`config.mk`:
```
export PLATFORM = sky130hd
export DESIGN_NAME = skl_lifecycle_ctrl
export DESIGN_NICKNAME = d
export VERILOG_FILES = /design/src/core/skl_pkg.sv /design/src/core/skl_key_mux.sv /design/src/core/skl_lifecycle_ctrl.sv
export VERILOG_INCLUDE_DIRS = /design/src /design/src/core
export SDC_FILE = /design/constraint.sdc
export NUM_CORES = 1
export LEC_CHECK = 0
export BUFFER_PORTS_ARGS = -buffer_cell sky130_fd_sc_hd__buf_2
export CAP_MARGIN = 15
export CORE_ASPECT_RATIO = 1.75
export CORE_MARGIN = 2
export CORE_UTILIZATION = 40
export CTS_CLUSTER_DIAMETER = 80
export DETAILED_ROUTE_END_ITERATION = 6
export PLACE_DENSITY = 0.71
export SLEW_MARGIN = 20
export SYNTH_ARGS = -nofsm -noshare
export SYNTH_HDL_FRONTEND = slang
export SYNTH_SLANG_ARGS = --single-unit
```
`constraint.sdc`:
```
create_clock -name CLK -period 4.3 [get_ports CLK]
set_clock_uncertainty 0.1 [all_clocks]
set_input_delay 0.86 -clock CLK [delete_from_list [all_inputs] [get_ports CLK]]
set_output_delay 0.86 -clock CLK [all_outputs]
set_load 0.02 [all_outputs]
```
`src/core/skl_defs.svh`:
```
// register offsets, field positions, encodings and reset values of the key
// and lifecycle controller; included by the package, the controller and the bench
`ifndef SKL_DEFS_SVH
`define SKL_DEFS_SVH

// ************************************************************
// register byte offsets
// ************************************************************
`define SKL_OFS_ENABLE 8'h00
`define SKL_OFS_LIFECYCLE 8'h04
`define SKL_OFS_FIXED_LOCK 8'h08
`define SKL_OFS_KEY_SEL 8'h0C
`define SKL_OFS_ROOT_KEY0 8'h10
`define SKL_ROOT_PAGE 4'h1

// ************************************************************
// field positions
// ************************************************************
`define SKL_ENABLE_BIT 0
`define SKL_LC_FIELD_MSB 3
`define SKL_LC_VALID_BIT 8
`define SKL_KEY_SEL_MSB 1

// ************************************************************
// encodings
// ************************************************************
`define SKL_LCS_DEBUG 4'h0
`define SKL_LCS_SECURE 4'h2
`define SKL_KSEL_FIXED 2'h0
`define SKL_KSEL_ROOT 2'h1
`define SKL_KSEL_SESSION 2'h2

// ************************************************************
// reset values
// ************************************************************
`define SKL_RST_ENABLE 1'h0
`define SKL_RST_KEY_SEL 2'h2
`define SKL_RST_LOCK 1'h0

`endif

```
`src/core/skl_pkg.sv`:
```
// types shared by the key and lifecycle controller
// assumes skl_defs.svh sits on the include path
`include "skl_defs.svh"

package skl_pkg;

   // lifecycle progress, one-hot
   typedef enum logic [2:0] {
      SKL_LC_UNCONFIG = 3'b001,
      SKL_LC_DEBUG = 3'b010,
      SKL_LC_SECURE = 3'b100
   } skl_lc_t;

   // key routed to the cipher engine
   typedef enum logic [1:0] {
      SKL_SEL_FIXED = `SKL_KSEL_FIXED,
      SKL_SEL_ROOT = `SKL_KSEL_ROOT,
      SKL_SEL_SESSION = `SKL_KSEL_SESSION
   } skl_key_sel_t;

endpackage

```
`src/core/skl_key_mux.sv`:
```
// registered key selector in front of the cipher engine
// assumes one clock and an asynchronous active-low reset
`timescale 1ns/1ps
`default_nettype none

module skl_key_mux import skl_pkg::*; #(
   parameter int KEY_W = 128,
   // hard-wired design key; value arbitrary
   parameter logic [KEY_W-1:0] FIXED_KEY = 128'h0F1E2D3C4B5A69788796A5B4C3D2E1F0
) (
   input wire logic clk,
   input wire logic resetn,
   input wire logic [1:0] key_sel,
   input wire logic fixed_lock,
   input wire logic [KEY_W-1:0] root_key,
   input wire logic [KEY_W-1:0] session_key,
   output logic [KEY_W-1:0] cipher_key
);

   // ************************************************************
   // selection
   // ************************************************************
   wire logic pick_fixed;
   wire logic [KEY_W-1:0] next_cipher_key;

   assign pick_fixed = (key_sel == SKL_SEL_FIXED) && !fixed_lock;
   assign next_cipher_key = pick_fixed ? FIXED_KEY :
                            (key_sel == SKL_SEL_ROOT) ? root_key :
                            (key_sel == SKL_SEL_SESSION) ? session_key :
                            '0;

   always_ff @(posedge clk or negedge resetn) begin
      if (!resetn) begin
         cipher_key <= '0;
      end else begin
         cipher_key <= next_cipher_key;
      end
   end

endmodule

`default_nettype wire

```
`src/core/skl_lifecycle_ctrl.sv`:
```
// key and lifecycle controller: register port, lifecycle, root key store,
// fixed key lock and key selection for the cipher engine
// assumes a single clock, synchronous register strobes, async active-low reset
//
// Chosen here: the register offsets and strobed register access.
`timescale 1ns/1ps
`default_nettype none

`include "skl_defs.svh"

module skl_lifecycle_ctrl import skl_pkg::*; #(
   parameter int KEY_W = 128,
   parameter int WORDS = 4
) (
   input wire logic CLK,
   input wire logic RESETN,
   input wire logic [7:0] ADDR,
   input wire logic [31:0] WDATA,
   input wire logic WR,
   input wire logic RD,
   output logic [31:0] RDATA,
   input wire logic [KEY_W-1:0] SESSION_KEY,
   output logic [KEY_W-1:0] CIPHER_KEY,
   output logic SUBSYS_ENABLE,
   output logic IDLE_ALLOWED,
   output logic LC_DEBUG_MODE,
   output logic LC_SECURE_MODE,
   output logic FIXED_KEY_LOCKED
);

   // ************************************************************
   // address decode
   // ************************************************************
   wire logic wr_enable;
   wire logic wr_lc;
   wire logic wr_lock;
   wire logic wr_sel;
   wire logic hit_root;
   wire logic wr_root;
   wire logic [1:0] root_idx;

   assign wr_enable = WR && (ADDR == `SKL_OFS_ENABLE);
   assign wr_lc = WR && (ADDR == `SKL_OFS_LIFECYCLE);
   assign wr_lock = WR && (ADDR == `SKL_OFS_FIXED_LOCK);
   assign wr_sel = WR && (ADDR == `SKL_OFS_KEY_SEL);
   assign hit_root = (ADDR[7:4] == `SKL_ROOT_PAGE) && (ADDR[1:0] == 2'h0);
   assign wr_root = WR && hit_root;
   assign root_idx = ADDR[3:2];

   // ************************************************************
   // subsystem enable and idle permission
   // ************************************************************
   logic next_enable;

   assign next_enable = wr_enable ? WDATA[`SKL_ENABLE_BIT] : SUBSYS_ENABLE;

   always_ff @(posedge CLK or negedge RESETN) begin
      if (!RESETN) begin
         SUBSYS_ENABLE <= `SKL_RST_ENABLE;
         IDLE_ALLOWED <= 1'h1;
      end else begin
         SUBSYS_ENABLE <= next_enable;
         IDLE_ALLOWED <= !next_enable;
      end
   end

   // ************************************************************
   // lifecycle state
   // ************************************************************
   skl_lc_t lc_state;
   skl_lc_t next_lc_state;
   wire logic [3:0] lc_wdata;
   wire logic lc_legal;
   wire logic lc_valid;
   wire logic [3:0] lc_field;

   assign lc_wdata = WDATA[`SKL_LC_FIELD_MSB:0];
   assign lc_legal = (lc_wdata == `SKL_LCS_DEBUG) || (lc_wdata == `SKL_LCS_SECURE);
   assign lc_valid = (lc_state != SKL_LC_UNCONFIG);
   // unconfigured reads as secure
   assign lc_field = (lc_state == SKL_LC_DEBUG) ? `SKL_LCS_DEBUG : `SKL_LCS_SECURE;

   always_comb begin
      next_lc_state = lc_state;
      case (lc_state)
         SKL_LC_UNCONFIG: begin
            if (wr_lc && lc_legal) begin
               next_lc_state = (lc_wdata == `SKL_LCS_DEBUG) ? SKL_LC_DEBUG : SKL_LC_SECURE;
            end
         end
         SKL_LC_DEBUG: begin
            next_lc_state = SKL_LC_DEBUG;
         end
         SKL_LC_SECURE: begin
            next_lc_state = SKL_LC_SECURE;
         end
         default: begin
            next_lc_state = SKL_LC_UNCONFIG;
         end
      endcase
   end

   // held regardless of enable; only reset clears it
   always_ff @(posedge CLK or negedge RESETN) begin
      if (!RESETN) begin
         lc_state <= SKL_LC_UNCONFIG;
         LC_DEBUG_MODE <= 1'h0;
         LC_SECURE_MODE <= 1'h0;
      end else begin
         lc_state <= next_lc_state;
         LC_DEBUG_MODE <= (next_lc_state == SKL_LC_DEBUG);
         LC_SECURE_MODE <= (next_lc_state == SKL_LC_SECURE);
      end
   end

   // ************************************************************
   // fixed key lock and key select
   // ************************************************************
   logic [1:0] key_sel;

   always_ff @(posedge CLK or negedge RESETN) begin
      if (!RESETN) begin
         FIXED_KEY_LOCKED <= `SKL_RST_LOCK;
         key_sel <= `SKL_RST_KEY_SEL;
      end else begin
         FIXED_KEY_LOCKED <= FIXED_KEY_LOCKED || wr_lock;
         key_sel <= wr_sel ? WDATA[`SKL_KEY_SEL_MSB:0] : key_sel;
      end
   end

   // ************************************************************
   // root key store
   // ************************************************************
   logic [31:0] root_word [0:WORDS-1];
   logic [WORDS-1:0] root_written;
   wire logic [WORDS-1:0] root_accept;
   wire logic [KEY_W-1:0] root_key;
   wire logic root_retained;

   genvar gi;
   generate
      for (gi = 0; gi < WORDS; gi = gi + 1) begin : g_root
         // ignored until a lifecycle is configured
         assign root_accept[gi] = wr_root && (root_idx == 2'(gi)) &&
                                  ((lc_state == SKL_LC_DEBUG) ||
                                   ((lc_state == SKL_LC_SECURE) && !root_written[gi]));
         assign root_key[gi*32 +: 32] = root_word[gi];

         always_ff @(posedge CLK or negedge RESETN) begin
            if (!RESETN) begin
               root_word[gi] <= 32'h00000000;
               root_written[gi] <= 1'h0;
            end else begin
               if (root_accept[gi]) begin
                  root_word[gi] <= WDATA;
                  root_written[gi] <= 1'h1;
               end
            end
         end
      end
   endgenerate

   assign root_retained = &root_written;

   // ************************************************************
   // cipher key routing
   // ************************************************************
   skl_key_mux #(
      .KEY_W(KEY_W)
   ) u_key_mux (
      .clk(CLK),
      .resetn(RESETN),
      .key_sel(key_sel),
      .fixed_lock(FIXED_KEY_LOCKED),
      .root_key(root_key),
      .session_key(SESSION_KEY),
      .cipher_key(CIPHER_KEY)
   );

   // ************************************************************
   // read path
   // ************************************************************
   wire logic [31:0] rd_enable;
   wire logic [31:0] rd_lc;
   wire logic [31:0] rd_lock;
   wire logic [31:0] rd_sel;
   wire logic [31:0] rd_root0;
   wire logic [31:0] next_rdata;

   assign rd_enable = {31'h00000000, SUBSYS_ENABLE};
   assign rd_lc = {23'h000000, lc_valid, 4'h0, lc_field};
   assign rd_lock = {31'h00000000, FIXED_KEY_LOCKED};
   assign rd_sel = {30'h00000000, key_sel};
   // key words never read back; word zero shows retention only
   assign rd_root0 = {31'h00000000, root_retained};
   assign next_rdata = !RD ? 32'h00000000 :
                       (ADDR == `SKL_OFS_ENABLE) ? rd_enable :
                       (ADDR == `SKL_OFS_LIFECYCLE) ? rd_lc :
                       (ADDR == `SKL_OFS_FIXED_LOCK) ? rd_lock :
                       (ADDR == `SKL_OFS_KEY_SEL) ? rd_sel :
                       (ADDR == `SKL_OFS_ROOT_KEY0) ? rd_root0 :
                       32'h00000000;

   always_ff @(posedge CLK or negedge RESETN) begin
      if (!RESETN) begin
         RDATA <= 32'h00000000;
      end else begin
         RDATA <= next_rdata;
      end
   end
endmodule

`default_nettype wire

```
==> results by group <==
Die
  – Initial Utilization: 0.4044
  – Ports: 337
  – Die Wd: 127.7 um
  – Row count: 79
  – Die Y: 220.5 um
  – Core ar.: 26490 um2
  – Die footprint: 28160 um2

Setup path
  – Worst-path maximum fanout: 33
  – Critical Path End Type: register
  – CP bufs+invs: 1
  – Slowest CP cell: or4_4
  – Largest delay share family, worst path: simple AND/OR/NAND/NOR gates
  – Critical-path cell list: buf_2 > or4_4 > nor4_4 > nand2_4 > mux2_4
  – WS Path Type: primary input to register
  – Worst EP required: 4.60 ns
  – Crit path launch type: primary input
  – Max incr delay on CP: 0.57 ns
  – Worst endpoint data arrival time: 2.90 ns

Cells and area
  – Post-route insts no fill: 1433
  – Area grow syn2layout: 23.17%
  – Share of layout cells above drive strength 1: 0.4512
  – Nets: 1262

Synthesis
  – FF+latch count, synth: 273
  – Top cells by area, synth: dfrtp_1 (63%), mux2_2 (13%), a22o_1 (5.2%)
  – Post-synth top area share: 0.6306
  – Mapped cell area: 10710 um2
  – Synth area leader: dfrtp_1
  – Syn. warnings: 0
  – Netlist cell types: 40
  – Sequential element share of the synthesized area: 0.6380
  – Avg Cell Area, Syn: 13.28 um2
  – Post-synth ARST share: 1.000
  – Synth Flop Type: dfrtp_1
  – Post-synth EDFFs: 0
  – Synth Instances: 807

Clock network
  – Worst-skew pair later-pin latency: 0.52 ns
  – Max clock buf depth: 3
  – CTS root buffer: clkbuf_16
  – TritonCTS clock tree: built
  – Post-cts resize count: 0
  – CTS Sinks: 273
  – TritonCTS buffer count: 25
  – Clk slew on worst S/H paths: 0.06 ns
  – Hold buffer count at CTS: 0
  – Post-CTS setup buffer count: 0
  – H-Tree Depth: 1

Global routing
  – Initial antenna violation count: 2
  – Vias in the first global route: 7525
  – Largest net degree at the start of global routing: 119
  – Total track usage: 0.1953
  – Global route overflow: 0
  – First-pass GRT wire length: 42030 um

Power and ir drop
  – Leak pwr: 0.006746 uW
  – Pint: 4147 uW
  – VDD IR max: 322.6 uV
  – Switching share of power: 0.2548
  – Clock power share: 0.396
  – Part of the power in registers: 0.488
  – Sw Pwr: 1418 uW
  – Comb pwr share: 0.117
  – PwrDens: 421.7 nW/um2

Placement
  – HPWL Detailed: 19720 um
  – I/O Buffers: 307
  – Placed Cells: 1387
  – Gpl congestion: 0.8042

Hold path
  – Min-delay worst type: primary input to async pin

Routing
  – Routed Antenna Nets: 0
  – Via/cell ratio: 5.089
  – DR pass1 iterations: 4
  – Routed len/inst: 19.62 um
  – Initial DRC count: 348
  – Via count: 7292
  – DRC: 0
  – Final wirelength: 28120 um

STA
  – Part of the cycle the worst path needs: 0.6036
  – Final setup viols: 0
  – Setup TNS: 0 ns
  – Fmax: 385.3 MHz
  – Period minus WS final: 2.595 ns
  – Slew @ Worst Pin: 0.8996 ns
  – Unrepaired setup endpoints after global routing: no
  – Final hold viol count: 0
  – Worst slew margin: 0.3989
  – Final Max Slew Viols: 0

Run status
  – Status: complete, no violations

Job
  – Max_cap viols: 0
final timing paths:
check,startpoint,end,slack [ns],cells after the start
max,ADDR[0],root_key[35],1.70,5
max reg2reg,lc_state[1],root_key[16],1.77,4
max in group asynchronous,RESETN,u_key_mux.cipher_key[90],2.79,2
min,RESETN,u_key_mux.cipher_key[31],0.31,1
min in group CLK,SUBSYS_ENABLE,IDLE_ALLOWED,0.37,1
min reg2reg,SUBSYS_ENABLE,IDLE_ALLOWED,0.37,1
area by class of cell:
class / instances / area (um2)
Inverter: 1 / 3.754
Antenna cell: 3 / 7.507
Clock inverter: 10 / 130.1
Sequential cell: 273 / 6837
Fill cell: 2382 / 13290
Timing Repair Buffer: 316 / 1652
Clock buffer: 33 / 665.6
Tap cell: 324 / 405.4
Multi-Input combinational cell: 473 / 3496
cells by family after synthesis:
family / share of synthesized area
buffers and inverters: 0.04811
and+or+nand+nor: 0.04858
other: 0.0003500
xor gates and xnor gates: 0.0008176
AOI/OAI and AO/OA: 0.1209
DFF: 0.6380
muxes: 0.1433
power groups by stage:
stage	clock network [uW]	logic [uW]	registers, uW
6_report	2200	650	2710
5_1_grt	2360	706	2720
4_1_cts	2250	662	2710
3_5_place_dp	0	662	2760
3_3_place_gp	0	653	2760
2_1_floorplan	0	190	2910
stage by stage:
| stage | hold slack [ns] | util | worst slack, ns | total power (uW) | instance area (um2) |
|---|---|---|---|---|---|
| after global placement | 0.3541 | 0.4678 | 1.202 | 3414 | 12390 |
| after global routing | 0.3814 | 0.4981 | 1.633 | 5785 | 13190 |
| after floorplan | 0.3569 | - | 1.599 | 3095 | 10820 |
| after detailed placement | 0.3592 | 0.4678 | 1.169 | 3423 | 12390 |
| after CTS | 0.3629 | 0.4979 | 1.722 | 5630 | 13190 |
| final | 0.3068 | 0.4982 | 1.705 | 5565 | 13200 |
per-layer routing:
metal / GRT usage / vias up / routed length, um
li1: - / 3357 / -
met5: 0 / - / 0
met3: 0.02563 / 72 / 1256
met2: 0.3496 / 263 / 14870
met4: 0.1018 / 0 / 1346
met1: 0.2275 / 3600 / 10640
cell usage after synthesis (2+ instances only):
master	count
nand4_1	2
buf_4	29
nor2_1	7
dfstp_2	3
buf_2	4
a22o_1	64
mux2_2	123
nand2_4	3
nand2_1	68
mux2i_1	3
o21ai_0	65
dfrtp_1	270
o41ai_1	2
nor4_1	3
a21oi_1	68
buf_6	9
mux2_4	8
clkbuf_1	45
nor3_1	2
nor2b_1	3
nand2b_1	7
flip-flops by register name (all words and copies together), names as in the netlist, 2 cells and up:
name and flops:
key_sel 2, root_written 4, u_key_mux.cipher_key 128, RDATA 3, lc_state 3, root_key 128
cells in the final DEF (no fill, tap or decap), types with 5 or more instances in the layout:
| cell type | count |
|---|---|
| nor2_1 | 6 |
| clkbuf_16 | 25 |
| clkinv_2 | 5 |
| nand2_1 | 68 |
| nand2b_1 | 7 |
| o21ai_0 | 65 |
| dfrtp_1 | 269 |
| conb_1 | 29 |
| buf_4 | 6 |
| clkbuf_1 | 7 |
| mux2_2 | 123 |
| mux2_4 | 8 |
| buf_2 | 306 |
| a22o_1 | 64 |
| a21oi_1 | 68 |
worst reg2reg max path: stages (launching register included):
cell and delay [ns]:
dfrtp_1 0.53, or3b_1 0.52, a211oi_1 0.42, nand2_4 0.41
mux2_4 0.43
Power figures use the tool's default switching activity.
